<file path="src/rtl/rsp_pkg.sv">
// constants and types used by the serial slave port, which also sizes its fifo from them
// assumes: 7-bit address space, byte wide data, one system clock
package rsp_pkg;

	// address space
	localparam int ADDR_W = 7;
	localparam int DATA_W = 8;
	localparam logic [6:0] RTC_FIRST = 7'h00;
	localparam logic [6:0] RTC_LAST = 7'h1f;
	localparam logic [6:0] RAM_FIRST = 7'h20;
	localparam logic [6:0] RAM_LAST = 7'h7f;

	// address byte layout
	localparam int DIR_POS = 7;
	localparam logic DIR_READ = 1'b0;

	// bit counting
	localparam logic [2:0] BIT_FIRST = 3'h0;
	localparam logic [2:0] BIT_LAST = 3'h7;

	// reset values
	localparam logic CPOL_RST = 1'b0;
	localparam logic [6:0] PTR_RST = 7'h00;
	localparam logic [7:0] BYTE_RST = 8'h00;

	// write stream buffer
	localparam int FIFO_DEPTH = 32;
	localparam int WORD_W = ADDR_W + DATA_W;

	// transfer states
	typedef enum logic [1:0] {
		RSP_IDLE = 2'b00,
		RSP_ADDR = 2'b01,
		RSP_DATA = 2'b10
	} rsp_state_type;

endpackage : rsp_pkg

</file>
<file path="src/rtl/rsp_sync.sv">
// two flip-flop synchroniser for a bundle of asynchronous pins
// assumes: each bit is an independent level; no bus coherence is implied
`timescale 1ns/1ps
module rsp_sync #(
	parameter int WIDTH = 1
) (
	// system
	input  wire logic             clk_in,
	input  wire logic             rst_n_in,
	input  wire logic             en_in,
	// pins
	input  wire logic [WIDTH-1:0] d_in,
	output logic      [WIDTH-1:0] q_out
);

	logic [WIDTH-1:0] meta;

	always_ff @(posedge clk_in or negedge rst_n_in) begin
		if (!rst_n_in) begin
			meta  <= '0;
			q_out <= '0;
		end else if (en_in) begin
			meta  <= d_in;
			q_out <= meta;
		end
	end

endmodule : rsp_sync

</file>
<file path="src/rtl/rsp_fifo.sv">
// first-in first-out buffer with valid/ready on both sides
// assumes: DEPTH is a power of two; out_data_out is valid with out_valid_out
`timescale 1ns/1ps
module rsp_fifo #(
	parameter int WIDTH = 8,
	parameter int DEPTH = 32
) (
	// system
	input  wire logic             clk_in,
	input  wire logic             rst_n_in,
	input  wire logic             en_in,
	// fill side
	input  wire logic             in_valid_in,
	output logic                  in_ready_out,
	input  wire logic [WIDTH-1:0] in_data_in,
	// drain side
	output logic                  out_valid_out,
	input  wire logic             out_ready_in,
	output logic      [WIDTH-1:0] out_data_out
);

	localparam int PW = $clog2(DEPTH);

	logic [WIDTH-1:0] mem [DEPTH];
	logic [PW:0]      wr_ptr;
	logic [PW:0]      rd_ptr;

	wire same_slot = wr_ptr[PW-1:0] == rd_ptr[PW-1:0];
	wire full      = same_slot && (wr_ptr[PW] != rd_ptr[PW]);
	wire push      = en_in && in_valid_in && !full;
	wire pop       = en_in && out_ready_in && (wr_ptr != rd_ptr);

	assign in_ready_out  = !full;
	assign out_valid_out = wr_ptr != rd_ptr;
	assign out_data_out  = mem[rd_ptr[PW-1:0]];

	always_ff @(posedge clk_in) begin
		if (push) begin
			mem[wr_ptr[PW-1:0]] <= in_data_in;
		end
	end

	always_ff @(posedge clk_in or negedge rst_n_in) begin
		if (!rst_n_in) begin
			wr_ptr <= '0;
			rd_ptr <= '0;
		end else begin
			if (push) begin
				wr_ptr <= wr_ptr + 1'b1;
			end
			if (pop) begin
				rd_ptr <= rd_ptr + 1'b1;
			end
		end
	end

endmodule : rsp_fifo

</file>
<file path="src/rtl/rsp_serial_port.sv">
// serial slave port of a real-time clock: spi or 3-wire, byte bursts
// assumes: all pins asynchronous; register store answers a read request
// with data valid in the cycle after rd_req_out; the shared 3-wire data
// line is resolved outside and its level arrives on sdi_in
//
// How it works
// RL1: strap high selects spi, strap low selects 3-wire single data line
// RL2: spi clock polarity is the clock level seen when chip enable rises
// RL3: one bit per serial clock period, bytes of eight, msb first in spi
// RL4: spi input taken on strobe edge, next output bit on shift edge
// RL5: master makes the serial clock, toggling only while bits move
// RL6: chip enable rising opens a transfer, falling closes it
// RL7: first byte after chip enable rises is the address byte
// RL8: address top bit zero means reads follow, one means writes follow
// RL9: reads drive addressed data out, writes take data from serial input
// RL10: pointer advances by one after every data byte until chip enable falls
// RL11: clock register pointer wraps from top back to bottom of that space
// RL12: ram pointer wraps from top back to the first ram location
// RL13: master keeps chip enable high and clocks on for further burst bytes
// RL14: 3-wire uses one joined data line with chip enable and clock
// RL15: 3-wire bytes move least significant bit first
// RL16: 3-wire samples on rising clock edge, drives on falling edge
// RL17: data output released when chip enable is low or during writes
`timescale 1ns/1ps
module rsp_serial_port #(
	parameter int FIFO_DEPTH = rsp_pkg::FIFO_DEPTH
) (
	// system
	input  wire logic       clk_sys_in,
	input  wire logic       rst_n_in,
	input  wire logic       clk_en_in,
	// serial pins
	input  wire logic       interface_select_pin_in,
	input  wire logic       ce_in,
	input  wire logic       sclk_in,
	input  wire logic       sdi_in,
	output logic            sdo_out,
	output logic            sdo_oe_out,
	// write stream to register store
	output logic            wr_valid_out,
	input  wire logic       wr_ready_in,
	output logic      [6:0] wr_addr_out,
	output logic      [7:0] wr_data_out,
	// read requests to register store
	output logic            rd_req_out,
	output logic      [6:0] rd_addr_out,
	input  wire logic [7:0] rd_data_in,
	// status
	output logic            busy_out,
	output logic            overflow_out
);

	// pointer step with wrap inside the space it started in
	function automatic logic [6:0] next_ptr(input logic [6:0] a);
		if (a == rsp_pkg::RTC_LAST) begin
			return rsp_pkg::RTC_FIRST;
		end else if (a == rsp_pkg::RAM_LAST) begin
			return rsp_pkg::RAM_FIRST;
		end
		return a + 7'h01;
	endfunction : next_ptr

	// reset release
	logic rst_meta_n;
	logic rst_q_n;

	always_ff @(posedge clk_sys_in or negedge rst_n_in) begin
		if (!rst_n_in) begin
			rst_meta_n <= 1'b0;
			rst_q_n    <= 1'b0;
		end else begin
			rst_meta_n <= 1'b1;
			rst_q_n    <= rst_meta_n;
		end
	end

	// pin synchronisers
	wire [3:0] pins_s;

	rsp_sync #(
		.WIDTH (4)
	) u_sync (
		.clk_in   (clk_sys_in),
		.rst_n_in (rst_q_n),
		.en_in    (clk_en_in),
		.d_in     ({interface_select_pin_in, ce_in, sclk_in, sdi_in}),
		.q_out    (pins_s)
	);

	wire mode_spi_s = pins_s[3];
	wire ce_s       = pins_s[2];
	wire sclk_s     = pins_s[1];
	wire sdi_s      = pins_s[0];

	// edge detection state
	logic ce_d;
	logic sclk_d;
	logic cpol;
	logic lsb_first;

	always_ff @(posedge clk_sys_in or negedge rst_q_n) begin
		if (!rst_q_n) begin
			ce_d   <= 1'b0;
			sclk_d <= 1'b0;
		end else if (clk_en_in) begin
			ce_d   <= ce_s;
			sclk_d <= sclk_s;
		end
	end

	wire ce_rise   = clk_en_in && ce_s && !ce_d; // see RL6
	wire sclk_edge = clk_en_in && ce_s && ce_d && (sclk_s != sclk_d);
	// strobe edge returns the clock to its idle level
	wire strobe    = sclk_edge && (sclk_s == cpol); // see RL4
	wire shift     = sclk_edge && (sclk_s != cpol); // see RL4

	// 3-wire acts as idle-high clock: rising samples, falling drives
	always_ff @(posedge clk_sys_in or negedge rst_q_n) begin
		if (!rst_q_n) begin
			cpol      <= rsp_pkg::CPOL_RST;
			lsb_first <= 1'b0;
		end else if (ce_rise) begin
			lsb_first <= !mode_spi_s; // see RL1 RL15
			cpol      <= mode_spi_s ? sclk_s : 1'b1; // see RL2 RL16
		end
	end

	// receive shifter
	logic       [7:0] rx;
	logic       [2:0] bit_cnt;
	rsp_pkg::rsp_state_type state;
	rsp_pkg::rsp_state_type next_state;
	logic             dir_read;
	logic       [6:0] ptr;

	// both modes read the same data input pin
	wire [7:0] next_rx   = lsb_first ? {sdi_s, rx[7:1]} : {rx[6:0], sdi_s}; // see RL3 RL15 RL14
	wire       byte_done = strobe && (bit_cnt == rsp_pkg::BIT_LAST); // see RL3
	wire       addr_done = byte_done && (state == rsp_pkg::RSP_ADDR);
	wire       data_done = byte_done && (state == rsp_pkg::RSP_DATA);
	wire       read_bit  = next_rx[rsp_pkg::DIR_POS] == rsp_pkg::DIR_READ; // see RL8
	wire [6:0] addr_fld  = next_rx[6:0];
	wire [6:0] ptr_step  = next_ptr(ptr); // see RL11 RL12

	always_ff @(posedge clk_sys_in or negedge rst_q_n) begin
		if (!rst_q_n) begin
			rx      <= rsp_pkg::BYTE_RST;
			bit_cnt <= rsp_pkg::BIT_FIRST;
		end else if (ce_rise) begin
			bit_cnt <= rsp_pkg::BIT_FIRST;
		end else if (strobe) begin
			rx      <= next_rx;
			bit_cnt <= bit_cnt + 3'h1; // see RL3
		end
	end

	// transfer sequencing
	always_comb begin
		next_state = state;
		unique case (state)
			rsp_pkg::RSP_IDLE: begin
				if (ce_rise) begin
					next_state = rsp_pkg::RSP_ADDR; // see RL7
				end
			end
			rsp_pkg::RSP_ADDR: begin
				if (!ce_s) begin
					next_state = rsp_pkg::RSP_IDLE; // see RL6
				end else if (addr_done) begin
					next_state = rsp_pkg::RSP_DATA;
				end
			end
			rsp_pkg::RSP_DATA: begin
				if (!ce_s) begin
					next_state = rsp_pkg::RSP_IDLE; // see RL6
				end
			end
			default: begin
				next_state = rsp_pkg::RSP_IDLE;
			end
		endcase
	end

	always_ff @(posedge clk_sys_in or negedge rst_q_n) begin
		if (!rst_q_n) begin
			state    <= rsp_pkg::RSP_IDLE;
			busy_out <= 1'b0;
		end else if (clk_en_in) begin
			state    <= next_state;
			busy_out <= next_state != rsp_pkg::RSP_IDLE;
		end
	end

	// address pointer and direction
	always_ff @(posedge clk_sys_in or negedge rst_q_n) begin
		if (!rst_q_n) begin
			dir_read <= 1'b1;
			ptr      <= rsp_pkg::PTR_RST;
		end else if (addr_done) begin
			dir_read <= read_bit; // see RL8
			ptr      <= addr_fld;
		end else if (data_done) begin
			ptr      <= ptr_step; // see RL10
		end
	end

	// read fetch: request, then capture one cycle later
	logic       rd_wait;
	logic [7:0] tx;

	wire       next_rd_req = (addr_done && read_bit) || (data_done && dir_read);
	wire [6:0] next_rd_adr = addr_done ? addr_fld : ptr_step;
	wire [7:0] tx_src      = rd_wait ? rd_data_in : tx;
	wire       tx_bit      = lsb_first ? tx_src[0] : tx_src[7];
	wire [7:0] tx_shifted  = lsb_first ? {1'b0, tx_src[7:1]}
	                                   : {tx_src[6:0], 1'b0};
	wire       next_oe     = ce_s && ((addr_done && read_bit)
	                        || ((state == rsp_pkg::RSP_DATA) && dir_read)); // see RL17

	always_ff @(posedge clk_sys_in or negedge rst_q_n) begin
		if (!rst_q_n) begin
			rd_req_out  <= 1'b0;
			rd_addr_out <= rsp_pkg::PTR_RST;
			rd_wait     <= 1'b0;
		end else if (clk_en_in) begin
			rd_req_out  <= next_rd_req; // see RL9
			rd_wait     <= rd_req_out;
			if (next_rd_req) begin
				rd_addr_out <= next_rd_adr;
			end
		end
	end

	// transmit shifter
	always_ff @(posedge clk_sys_in or negedge rst_q_n) begin
		if (!rst_q_n) begin
			tx         <= rsp_pkg::BYTE_RST;
			sdo_out    <= 1'b0;
			sdo_oe_out <= 1'b0;
		end else if (clk_en_in) begin
			sdo_oe_out <= next_oe; // see RL17
			if (shift && sdo_oe_out) begin
				sdo_out <= tx_bit; // see RL4 RL16
				tx      <= tx_shifted;
			end else begin
				tx      <= tx_src;
			end
		end
	end

	// write path: one pending word ahead of the fifo
	logic        pend_valid;
	logic [14:0] pend_word;
	wire         fifo_ready;
	wire  [14:0] fifo_word;
	wire         fifo_valid;
	// output stage takes a word whenever it is empty or being taken
	wire         out_free = !wr_valid_out || wr_ready_in;
	wire         out_load = out_free && fifo_valid;

	wire wr_byte    = data_done && !dir_read; // see RL9
	wire pend_stuck = pend_valid && !fifo_ready;
	wire load_wr    = wr_byte && !pend_stuck;

	always_ff @(posedge clk_sys_in or negedge rst_q_n) begin
		if (!rst_q_n) begin
			pend_valid   <= 1'b0;
			pend_word    <= '0;
			overflow_out <= 1'b0;
		end else if (clk_en_in) begin
			pend_valid   <= load_wr || pend_stuck;
			// a lost byte sets the flag even on the opening edge
			overflow_out <= (wr_byte && pend_stuck)
			                || (overflow_out && !ce_rise);
			if (load_wr) begin
				pend_word <= {ptr, next_rx};
			end
		end
	end

	rsp_fifo #(
		.WIDTH (rsp_pkg::WORD_W),
		.DEPTH (FIFO_DEPTH)
	) u_fifo (
		.clk_in        (clk_sys_in),
		.rst_n_in      (rst_q_n),
		.en_in         (clk_en_in),
		.in_valid_in   (pend_valid),
		.in_ready_out  (fifo_ready),
		.in_data_in    (pend_word),
		.out_valid_out (fifo_valid),
		.out_ready_in  (out_free),
		.out_data_out  (fifo_word)
	);

	// registered write stream outputs, word held until taken
	always_ff @(posedge clk_sys_in or negedge rst_q_n) begin
		if (!rst_q_n) begin
			wr_valid_out <= 1'b0;
			wr_addr_out  <= rsp_pkg::PTR_RST;
			wr_data_out  <= rsp_pkg::BYTE_RST;
		end else if (clk_en_in) begin
			if (out_free) begin
				wr_valid_out <= fifo_valid;
			end
			if (out_load) begin
				wr_addr_out <= fifo_word[14:8];
				wr_data_out <= fifo_word[7:0];
			end
		end
	end
endmodule : rsp_serial_port

</file>
<file path="config.mk">
export PLATFORM = sky130hd
export DESIGN_NAME = rsp_serial_port
export DESIGN_NICKNAME = d
export VERILOG_FILES = /design/src/rtl/rsp_pkg.sv /design/src/rtl/rsp_sync.sv /design/src/rtl/rsp_fifo.sv /design/src/rtl/rsp_serial_port.sv
export SDC_FILE = /design/constraint.sdc
export NUM_CORES = 1
export LEC_CHECK = 0
export BUFFER_PORTS_ARGS = -buffer_cell sky130_fd_sc_hd__buf_2
export CORE_ASPECT_RATIO = 1.1
export CORE_UTILIZATION = 62
export DETAILED_ROUTE_END_ITERATION = 6
export HOLD_SLACK_MARGIN = 0.02
export PLACE_DENSITY = 0.75
export SETUP_SLACK_MARGIN = 0.1
export SKIP_LAST_GASP = 1
export SYNTH_ARGS = -nofsm -noshare
export SYNTH_HDL_FRONTEND = slang
export SYNTH_SLANG_ARGS = --single-unit
</file>
<file path="constraint.sdc">
create_clock -name clk_sys_in -period 4.05 [get_ports clk_sys_in]
set_clock_uncertainty 0.2 [all_clocks]
set_input_delay 0.2025 -clock clk_sys_in [delete_from_list [all_inputs] [get_ports clk_sys_in]]
set_output_delay 0.2025 -clock clk_sys_in [all_outputs]
set_load 0.02 [all_outputs]
</file>
==> key figures, run 1 <==
Run
  • Max Cap Viol: 0

Clocking
  • Clk_lat worst skew: 0.58 ns
  • CTS Buf Count: between 50 and 60
  • H-tree level count: 2
  • CTS tree: done
  • Clk slew on worst S/H paths: roughly 0.060 ns
  • Resized cells post-CTS: 0
  • Sink Count: 580
  • Root buf cell: clkbuf_16
  • CTS Buffer Depth: 3
  • Post-CTS Setup Repair Bufs: 0

Global route
  • Grt total ovfl: 0
  • First-pass GRT wire length: between 70000 and 80000 um
  • Antenna violations before repair: 0
  • Vias in the first global route: around 13000
  • Largest net degree at the start of global routing: 73
  • Tot GR Track Use: 26.9%

STA
  • Period Utilization, post-route: approximately nine tenths
  • Final Hold Fails: 0
  • RSZ-0062 raised after global routing: false
  • Fmax: 277 MHz
  • Crit path time final: around 3.6 ns
  • Slew HR: ~11%
  • Max Slew Vio Count: 0
  • Setup violations, final: 0
  • Worst-Margin Slew: about 1.3 ns
  • Setup TNS Final: 0 ns

Synth
  • Sequential-to-total area share from yosys stat: between 70 and 80%
  • Async S/R FF share, synth: between 10% and 20%
  • Primary FF master, synth: edfxtp_1
  • Syn_area_per_cell: ~17 sq um
  • Top-area cell type share of the netlist area: approximately 60%
  • Largest area contributor in the synthesized netlist: edfxtp_1
  • Synth Register Bits: 580
  • Syn Inst Count: about 1400
  • Count of cell types in the netlist: 59
  • Largest cells by area after synthesis: edfxtp_1 (62%), dfrtp_1 (11%), mux4_2 (5.0%), mux2_2 (4.6%), mux2i_1 (4.4%)
  • Mapped Nets: between 1000 and 1500
  • Synth Cell Area: roughly 0.023 sq mm
  • EDFF count, synth: 480
  • Synth warnings: 0

Setup path
  • Worst path slowest cell: o211ai_1
  • Biggest cell delay along the critical path: about 0.77 ns
  • Critical-path cell list: and3b_1 > o211ai_1 > nand2_1 > o22ai_1 > dlygate4sd3_1 > a21oi_1 > dlygate4sd3_1
  • Largest fanout on the critical path: 11
  • Required time worst endpoint: about 4.3 ns
  • Worst setup EP type: flip-flop
  • Startpoint types: flip-flop
  • Worst path most repeated cell: dlygate4sd3_1
  • WP data arrival: approximately 3.9 ns
  • Kind of critical path: reg2reg

Placed design
  • GPL Wtd Cong: a little over 0.8
  • DP Area: approximately 0.024 sq mm
  • Post-DP HPWL: a little under 30000 um
  • IO buf count: 43
  • Placed Cells: 1869

Layout
  • Fin nets: between 1000 and 1500
  • Fill count: ~2300
  • ANT cells: 0
  • Final Cell Area: 0.0263 sq mm
  • Area added between synthesis and finish: 12.8%
  • Layout cell share with drive strength beyond 1: between 20% and 30%
  • Most common cell after layout, fill and taps aside: edfxtp_1
  • Core Util, Final: between 70 and 80%
  • Most frequent cells in the layout: edfxtp_1 (480), mux2i_1 (102), mux2_2 (96), dfrtp_1 (96), nor2_1 (73)
  • Final std cells w/o fill: 2000

Die
  • Core Region: 0.0371 sq mm
  • Rows: between 70 and 80
  • Ports: between 40 and 50
  • Initial Util: roughly 63%
  • Die Width: 187 um
  • Die H: 205 um
  • Die Area: between 0.03 and 0.04 sq mm

Drt
  • Final wirelength: 51000 um
  • Final ANT Viol Nets: 0
  • First-pass iteration count of the detailed router: 7
  • Vias per inst: between 6 and 7
  • Drt wl/cell: 25.5 um
  • Residual DRC: 0
  • Vias: about 13000
  • Detailed Route Iter0 Violations: between 1000 and 1500

Pwr
  • VDD IR max: 0.000358 V
  • PD cells: a little under 600 mW/mm^2
  • Pleak: approximately 11 nW
  • Total power: roughly 15 mW

Min path
  • Worst min path class: reg2reg

Status
  • Status: finished clean
timing repair:
| action | CTS | global route |
|---|---|---|
| hold endpoints to repair | 22 | 0 |
| endpoints found under the setup margin | 0 | 0 |
| hold buffers | 31 | 0 |
critical path: cells and delay by family, from the launching register on:
| family | cells | cell delay [ns] |
|---|---|---|
| buffers and inverters | 2 | 1.17 |
| AOI/OAI and AO/OA | 3 | 1.10 |
| and+or+nand+nor | 2 | 0.60 |
| DFF | 1 | 0.44 |
worst paths after layout:
check,from,slack [ns],cells after the start,to
setup / recovery,u_sync.q_out[1]$_DFFE_PN0P_,0.44,7,tx[2]$_DFFE_PN0P_
hold / removal,rst_meta_n$_DFF_PN0_,0.16,0,rst_q_n$_DFF_PN0_
setup reg to reg,u_sync.q_out[1]$_DFFE_PN0P_,0.44,7,tx[2]$_DFFE_PN0P_
hold reg to reg,rst_meta_n$_DFF_PN0_,0.16,0,rst_q_n$_DFF_PN0_
max in group asynchronous,rst_q_n$_DFF_PN0_,2.44,1,lsb_first$_DFFE_PN0P_
min in group asynchronous,rst_n_in,0.26,3,rst_meta_n$_DFF_PN0_
per-layer routing:
metal | routed length [um] | GRT usage (%) | part of all wire (%)
met2 | 26200 | 47.2 | 51
met3 | 3090 | 3.43 | 6.0
met4 | 1930 | 11.3 | 3.8
met5 | 0 | 0 | 0
met1 | 19800 | 34.3 | 39
synth_stat cells, drive strengths merged (3+ instances only):
| cell | instances |
|---|---|
| edfxtp | 480 |
| nor3b | 3 |
| xnor2 | 12 |
| nand3b | 4 |
| ha | 8 |
| a21oi | 53 |
| o211ai | 3 |
| clkbuf | 34 |
| a32o | 15 |
| o21ai | 47 |
| nand3 | 22 |
| o21a | 3 |
| a22o | 16 |
| a221oi | 15 |
| a221o | 15 |
| nor2 | 74 |
| nor3 | 4 |
| o22ai | 38 |
| nor2b | 7 |
| mux4 | 52 |
| xor2 | 10 |
| nand4 | 4 |
| dfrtp | 99 |
| and3 | 6 |
| inv | 13 |
| buf | 44 |
| nand2 | 51 |
| mux2i | 102 |
| mux2 | 96 |
stage by stage:
stage	hold WS, ns	setup slack, ns
5_1_grt	0.175	0.240
6_report	0.156	0.440
3_5_place_dp	-0.210	1.02
2_1_floorplan	-0.293	0.860
3_3_place_gp	-0.211	0.997
4_1_cts	0.160	0.499
logic make-up after synthesis:
logic type | after synthesis | share of synthesized area, %
other | 1 | 0.0161
adder cells (fa/ha/maj) | 8 | 0.430
multiplexers | 250 | 14.0
buffers and inverters | 91 | 1.99
XOR/XNOR | 22 | 0.891
flip-flops | 580 | 72.6
AO/OA/AOI/OAI | 220 | 6.43
AND/OR/NAND/NOR | 183 | 3.61
final cells by class:
cell class	count	area (sq um)	area share (%)
Tap cell	494	618	2.35
Sequential cell	580	16900	64.4
Inverter	13	48.8	0.186
Multi-Input combinational cell	684	5940	22.6
Clock buffer	70	1450	5.53
Clock inverter	30	322	1.22
Timing Repair Buffer	129	976	3.71
state kept, by name (all words and copies together), names as in the netlist, 2 cells and up:
signal and flops:
bit_cnt 3, pend_word 15, ptr 7, rd_addr_out 7
rx 8, state 2, tx 8, u_fifo.mem 480
u_fifo.rd_ptr 6, u_fifo.wr_ptr 6, u_sync.meta 4, u_sync.q_out 4
wr_addr_out 7, wr_data_out 8
power by group:
part	internal, mW	switching [mW]
registers	6.56	0.324
clock network	2.97	2.09
logic	1.31	1.95
total	10.8	4.36
(Power assumes the default switching activity.)
==> run 2, diff against run 1 <==
--- a/config.mk
+++ b/config.mk
@@ -5,12 +5,13 @@
 export SDC_FILE = /design/constraint.sdc
 export NUM_CORES = 1
 export LEC_CHECK = 0
+export ABC_AREA = 1
 export BUFFER_PORTS_ARGS = -buffer_cell sky130_fd_sc_hd__buf_2
 export CORE_ASPECT_RATIO = 1.1
-export CORE_UTILIZATION = 62
+export CORE_UTILIZATION = 63
 export DETAILED_ROUTE_END_ITERATION = 6
 export HOLD_SLACK_MARGIN = 0.02
-export PLACE_DENSITY = 0.75
+export PLACE_DENSITY = 0.76
 export SETUP_SLACK_MARGIN = 0.1
 export SKIP_LAST_GASP = 1
 export SYNTH_ARGS = -nofsm -noshare
==> run 2 against run 1 <==
The flow now finishes with violations (DRC). Via count grew 41%. Final area grew 6.5%. Synthesized area is 7.8% higher. Global-route usage rose by 4.4 points. Die area up 6.0%. Worst setup slack gained 0.48 ns.
==> key figures, run 2 <==
Global route
  • First-pass GRT wire length: 94800 um
  • Grt total ovfl: 0
  • Largest net degree at the start of global routing: approximately 150
  • Vias in the first global route: around 17000
  • Antenna violations before repair: 0
  • GRT met2 Usage: roughly half
  • Met3 usage in global routing: approximately 4.3%
  • GR Util met1: about two fifths
  • GRT busiest layer: met2
  • Tot GR Track Use: roughly a third

Die
  • Rows: 76
  • Initial Util: between 60% and 70%
  • Core Region: around 0.039 sq mm
  • Die H: around 210 um
  • Die Area: 0.0407 sq mm
  • Ports: 44
  • Die Width: 192 um

Drt
  • Vias per inst: 5.67
  • Final wirelength: ~62000 um
  • Residual DRC: 4
  • Drt wl/cell: just under 20 um
  • Final ANT Viol Nets: 0
  • Detailed Route Iter0 Violations: between 2000 and 2500
  • Vias: 17800
  • First-pass iteration count of the detailed router: 7

Setup path
  • WP depth: 9
  • Worst path most repeated cell: nand2_1
  • WP data arrival: between 3 and 4 ns
  • Family with the most delay on the worst path: buffers and inverters
  • Worst path slowest cell: dfrtp_4
  • CP bufs+invs: 3
  • Largest fanout on the critical path: 56
  • Critical-path cell list: inv_6 > nand2_1 > nand2_1 > nor3_2 > nand3_1 > nand2_1 > buf_4 > nor2_1 > buf_4
  • Biggest cell delay along the critical path: roughly 0.85 ns
  • Worst setup EP type: flip-flop
  • Reg2reg path depth: 9
  • Kind of critical path: reg2reg
  • Startpoint types: flip-flop
  • Required time worst endpoint: ~4.2 ns

Synth
  • Synth Register Bits: 580
  • Top-count cell post-synth: nand2_1
  • EDFF count, synth: between 400 and 500
  • Primary FF master, synth: edfxtp_1
  • Sequential-to-total area share from yosys stat: 67.3%
  • Top-area cell type share of the netlist area: 57.4%
  • Synth Cell Area: ~0.025 sq mm
  • Async S/R FF share, synth: around 17%
  • List of most frequent post-synthesis cells: nand2_1 (912), edfxtp_1 (480), nand3_1 (260), inv_1 (253), nor2_1 (211)
  • Count of cell types in the netlist: 37
  • Syn Inst Count: roughly 2500
  • Syn_area_per_cell: between 9 and 10 sq um
  • Mapped Nets: about 2600
  • Largest area contributor in the synthesized netlist: edfxtp_1
  • Synth warnings: 0
  • Largest cells by area after synthesis: edfxtp_1 (57%), nand2_1 (14%), dfrtp_1 (9.9%), nand3_1 (5.2%), inv_1 (3.8%)

STA
  • Max Slew Vio Count: 0
  • Period Utilization, post-route: between 70 and 80%
  • Slew HR: about 4.2%
  • Worst-Margin Slew: 1.44 ns
  • Crit path time final: 3.13 ns
  • Fmax: 320 MHz
  • Setup violations, final: 0
  • Setup TNS Final: 0 ns
  • Final Hold Fails: 0
  • RSZ-0062 raised after global routing: false

Pwr
  • PD cells: slightly below 600 mW/mm^2
  • VDD IR max: approximately 0.00043 V
  • Total power: 16.6 mW
  • Pleak: between 10 and 15 nW

Clocking
  • H-tree level count: 2
  • CTS Buf Count: 55
  • CTS tree: done
  • Root buf cell: clkbuf_16
  • Clk_lat worst skew: approximately 0.6 ns
  • Clk slew on worst S/H paths: about 0.06 ns
  • CTS Buffer Depth: 3
  • Resized cells post-CTS: 0
  • Sink Count: 580

Layout
  • Layout cell share with drive strength beyond 1: around 7.9%
  • Most frequent cells in the layout: nand2_1 (912), edfxtp_1 (480), nand3_1 (260), inv_1 (253), nor2_1 (211)
  • ANT cells: 0
  • Fin nets: around 2600
  • Area added between synthesis and finish: 11.4%
  • Most common cell after layout, fill and taps aside: nand2_1
  • Max reg flops: 480

Status
  • Failing checks: DRC
  • Status: finished with violations

Run
  • Max Cap Viol: 0

Min path
  • Worst hold path depth: 0
  • Worst min path class: reg2reg

Placed design
  • Post-DP HPWL: roughly 36000 um
  • GPL Wtd Cong: 0.893
  • IO buf count: 43
run 2: cell types whose count changed after synthesis, moves of 17 or more:
cell / before / now
nand2_1: 51 / 912
inv_1: 13 / 253
nand3_1: 22 / 260
nor2_1: 73 / 211
mux2i_1: 102 / 1
mux2_2: 96 / 0
o21ai_0: 37 / 106
mux4_2: 52 / 0
o22ai_1: 38 / 0
clkbuf_1: 32 / 65
buf_1: 4 / 26
a21oi_1: 53 / 36
run 2: worst paths after layout:
| path | start | to | slack (ns) |
|---|---|---|---|
| setup / recovery | u_fifo.rd_ptr[0]$_DFFE_PN0P_ | u_fifo.mem[3][13]$_DFFE_PP_ | 0.92 |
| hold / removal | rst_meta_n$_DFF_PN0_ | rst_q_n$_DFF_PN0_ | 0.17 |
| setup reg to reg | u_fifo.rd_ptr[0]$_DFFE_PN0P_ | u_fifo.mem[3][13]$_DFFE_PP_ | 0.92 |
| hold reg to reg | rst_meta_n$_DFF_PN0_ | rst_q_n$_DFF_PN0_ | 0.17 |
| max in group asynchronous | rst_q_n$_DFF_PN0_ | tx[4]$_DFFE_PN0P_ | 2.36 |
| min in group asynchronous | rst_n_in | rst_q_n$_DFF_PN0_ | 0.25 |
run 2: metrics by stage:
step           cells  utilization [%]  hold WS, ns  instance area [sq um]  setup WS, ns
2_1_floorplan   2542                -       -0.293                  25100         0.860
3_3_place_gp    3023             66.0       -0.213                  25900          1.04
3_5_place_dp    3023             66.0       -0.211                  25900         0.977
4_1_cts         3149             71.3        0.165                  28000         0.974
5_1_grt         3149             71.3        0.178                  28000         0.734
6_report        3149             71.3        0.166                  28000         0.920
run 2: cell families (layout without fill, tap and decap cells):
| logic type | Yosys count | in the layout | share of synthesized area, % |
|---|---|---|---|
| xor+xnor | 15 | 15 | 0.523 |
| other cells | 1 | 1 | 0.0149 |
| flops | 580 | 580 | 67.3 |
| fa+ha+maj | 8 | 8 | 0.398 |
| buf+inv | 385 | 485 | 6.02 |
| mux | 1 | 1 | 0.0398 |
| simple gates | 1408 | 1408 | 22.8 |
| compound gates | 144 | 144 | 2.89 |
run 2: layout make-up:
type	instances	area [sq um]
multi-input cells	1577	6700
fillers	2777	11300
repair buffers	127	943
well taps	507	634
flip-flops and latches	580	16900
inverters	256	966
clock inverters	42	408
clock buffers	60	1410
run 2: per-layer routing:
metal | vias up | share of wire [%]
met5 | - | 0
met4 | 0 | 3.9
met3 | 144 | 8.7
met2 | 833 | 49
met1 | 8498 | 38
li1 | 8368 | -
run 2: worst reg2reg max path: stages (launching register included):
cell	delay, ns
dfrtp_4	0.85
inv_6	0.28
nand2_1	0.14
nand2_1	0.08
nor3_2	0.21
nand3_1	0.22
nand2_1	0.12
buf_4	0.40
nor2_1	0.13
buf_4	0.24
run 2: power by group:
group	internal, mW	switching [mW]
clock network	3.01	2.19
registers	6.56	0.311
logic	1.27	3.31
total	10.8	5.81
run 2: timing repair:
item | 4_1_cts | 5_1_grt
hold buffers | 24 | 0
hold endpoints to repair | 33 | 0
buffers inserted | 0 | 0
==> run 3, diff against run 2 <==
--- a/config.mk
+++ b/config.mk
@@ -5,13 +5,13 @@
 export SDC_FILE = /design/constraint.sdc
 export NUM_CORES = 1
 export LEC_CHECK = 0
-export ABC_AREA = 1
+export ABC_AREA = 0
 export BUFFER_PORTS_ARGS = -buffer_cell sky130_fd_sc_hd__buf_2
 export CORE_ASPECT_RATIO = 1.1
-export CORE_UTILIZATION = 63
+export CORE_UTILIZATION = 56
 export DETAILED_ROUTE_END_ITERATION = 6
 export HOLD_SLACK_MARGIN = 0.02
-export PLACE_DENSITY = 0.76
+export PLACE_DENSITY = 0.71
 export SETUP_SLACK_MARGIN = 0.1
 export SKIP_LAST_GASP = 1
 export SYNTH_ARGS = -nofsm -noshare
==> constraint.sdc (replaced) <==
create_clock -name clk_sys_in -period 2.8 [get_ports clk_sys_in]
set_clock_uncertainty 0.2 [all_clocks]
set_input_delay 0.14 -clock clk_sys_in [delete_from_list [all_inputs] [get_ports clk_sys_in]]
set_output_delay 0.14 -clock clk_sys_in [all_outputs]
set_load 0.02 [all_outputs]
==> run 3 against run 2 <==
The flow now finishes without violations. Final area is 2.2% lower. Critical path depth is 3 lower. Flip-flop and latch count stayed put. Critical endpoint is now wr_addr_out[5]$_DFFE_PN0P_. Largest power group unchanged.
==> key figures, run 3 (same netlist as run 1, synthesis figures left out) <==
Status
  • Status: finished clean

Setup path
  • R2R Path Start: u_fifo.rd_ptr[0]$_DFFE_PN0P_
  • Worst setup EP type: flip-flop
  • WP data arrival: between 2 and 3 ns
  • Reg2reg path depth: 6
  • Worst reg-to-reg setup slack: 0.16 ns
  • Required time worst endpoint: slightly above 3 ns
  • Reg-to-Reg End: wr_addr_out[5]$_DFFE_PN0P_
  • Largest fanout on the critical path: 33
  • Kind of critical path: reg2reg
  • Startpoint types: flip-flop

Global route
  • Largest net degree at the start of global routing: 52
  • First-pass GRT wire length: 79700 um
  • Grt total ovfl: 0
  • Tot GR Track Use: between 20 and 30%
  • Antenna violations before repair: 0
  • Vias in the first global route: 13200

Clocking
  • Clk_lat worst skew: a little over 0.6 ns
  • Sink Count: 580
  • Root buf cell: clkbuf_16
  • CTS tree: done
  • Post-CTS Setup Repair Bufs: 0
  • H-tree level count: 2
  • CTS Buffer Depth: 3
  • Clk slew on worst S/H paths: around 0.070 ns
  • CTS Buf Count: 56

Pwr
  • Pleak: 9.78 nW
  • P_int: ~16 mW
  • Combinational power share: between 20% and 30%
  • Clk pwr share: 35.5%
  • Sw Share: between 20% and 30%
  • PD cells: approximately 830 mW/mm^2
  • NetSw: around 6.4 mW
  • Part of the power in registers: a little over two fifths
  • VDD IR max: about 0.0006 V

STA
  • Max Slew Vio Count: 0
  • Fmax: approximately 380 MHz
  • Setup TNS Final: 0 ns
  • Period Utilization, post-route: between 90 and 100%
  • Worst-Margin Slew: around 1.3 ns
  • RSZ-0062 raised after global routing: true
  • Post-route setup slack: 0.157 ns
  • Worst hold margin: around 0.12 ns
  • Slew HR: between 10% and 20%
  • Setup violations, final: 0
  • Crit path time final: ~2.6 ns
  • Final Hold Fails: 0

Layout
  • Fin nets: ~1500
  • Most common cell after layout, fill and taps aside: edfxtp_1
  • Area added between synthesis and finish: 17.4%
  • ANT cells: 0
  • Core Util, Final: about 66%
  • Most frequent cells in the layout: edfxtp_1 (480), mux2i_1 (102), mux2_2 (96), dfrtp_1 (96), buf_4 (79)
  • Max reg flops: 480
  • Layout cell share with drive strength beyond 1: 26.4%

Min path
  • Worst min path class: reg2async

Placed design
  • GPL Wtd Cong: 0.818
  • Place WS: 0.155 ns
  • IO buf count: between 40 and 50
  • Post-DP HPWL: about 31000 um

Die
  • Rows: about 80
  • Die Area: roughly 0.042 sq mm
  • Die H: between 200 and 250 um
  • Core Region: 0.0412 sq mm
  • Initial Util: 56.6%
  • Ports: 44
  • Die Width: around 200 um

Drt
  • Final wirelength: ~52000 um
  • Residual DRC: 0
  • Drt wl/cell: roughly 25 um
  • Vias: between 10000 and 15000
  • First-pass iteration count of the detailed router: 5
  • Vias per inst: ~6.1
  • Detailed Route Iter0 Violations: ~1300
  • Final ANT Viol Nets: 0

Run
  • Max Cap Viol: 0
-- run 3: cell count changes in the layout (fill, tap and decap cells not counted), moves of 26 or more --
cell | previous run | this run
nand3_1 | 260 | 22
o22ai_1 | 0 | 38
nand2_1 | 912 | 50
mux2i_1 | 1 | 102
nor2_1 | 211 | 73
mux4_2 | 0 | 52
buf_12 | 3 | 29
mux2_2 | 0 | 96
o21ai_0 | 106 | 37
inv_1 | 253 | 13
-- run 3: through the flow --
step                      cell area [sq um]  instances  power, mW
after floorplan                       23300       1355       13.0
after global placement                25000       1989       14.7
after detailed placement              25000       1989       14.8
after CTS                             27300       2122       22.8
after global routing                  27400       2123       23.5
final                                 27400       2123       22.8
-- run 3: repair_timing --
| item | in CTS | in global routing |
|---|---|---|
| hold endpoints to repair | 38 | 0 |
| hold buffers | 29 | 0 |
| setup endpoints to repair | 0 | 71 |
| gates resized for setup | 0 | 3 |
-- run 3: power groups by stage --
stage | logic, mW | clock network (mW) | registers, mW
5_1_grt | 5.17 | 8.52 | 9.85
4_1_cts | 4.85 | 8.20 | 9.80
3_3_place_gp | 4.77 | 0 | 9.97
2_1_floorplan | 3.08 | 0 | 9.95
6_report | 4.89 | 8.09 | 9.82
3_5_place_dp | 4.79 | 0 | 9.97
-- run 3: worst max-delay path by stage --
stage	to	cells past startpoint	startpoint
5_1_grt	wr_addr_out[6]$_DFFE_PN0P_	8	u_fifo.rd_ptr[0]$_DFFE_PN0P_
6_report	wr_addr_out[5]$_DFFE_PN0P_	6	u_fifo.rd_ptr[0]$_DFFE_PN0P_
3_3_place_gp	wr_data_out[3]$_DFFE_PN0P_	6	u_fifo.rd_ptr[0]$_DFFE_PN0P_
2_1_floorplan	u_fifo.mem[31][0]$_DFFE_PP_	6	u_fifo.rd_ptr[1]$_DFFE_PN0P_
3_5_place_dp	wr_data_out[3]$_DFFE_PN0P_	6	u_fifo.rd_ptr[0]$_DFFE_PN0P_
4_1_cts	wr_data_out[3]$_DFFE_PN0P_	6	u_fifo.rd_ptr[0]$_DFFE_PN0P_
-- run 3: area by class of cell --
cell class	instances	area [sq um]
clock buffers	70	1510
fillers	2747	13800
inverters	13	48.8
repair buffers	182	1730
flip-flops and latches	580	16900
multi-input cells	684	5950
clock inverters	34	490
well taps	560	701
-- run 3: layer usage --
layer,share of wire [%],global-route usage (%),vias up
met5,0,0,-
met4,3.1,8.93,0
met3,6.6,4.64,97
met2,51,43.3,501
met1,40,33.3,6654
li1,-,-,5674
-- run 3: worst max-delay path, cell delays in order, from the launching register on --
cell and delay (ns):
dfrtp_4 0.57, buf_12 0.26, buf_4 0.24, mux2_2 0.36, o22ai_1 0.30, o21ai_0 0.26
a32o_1 0.30
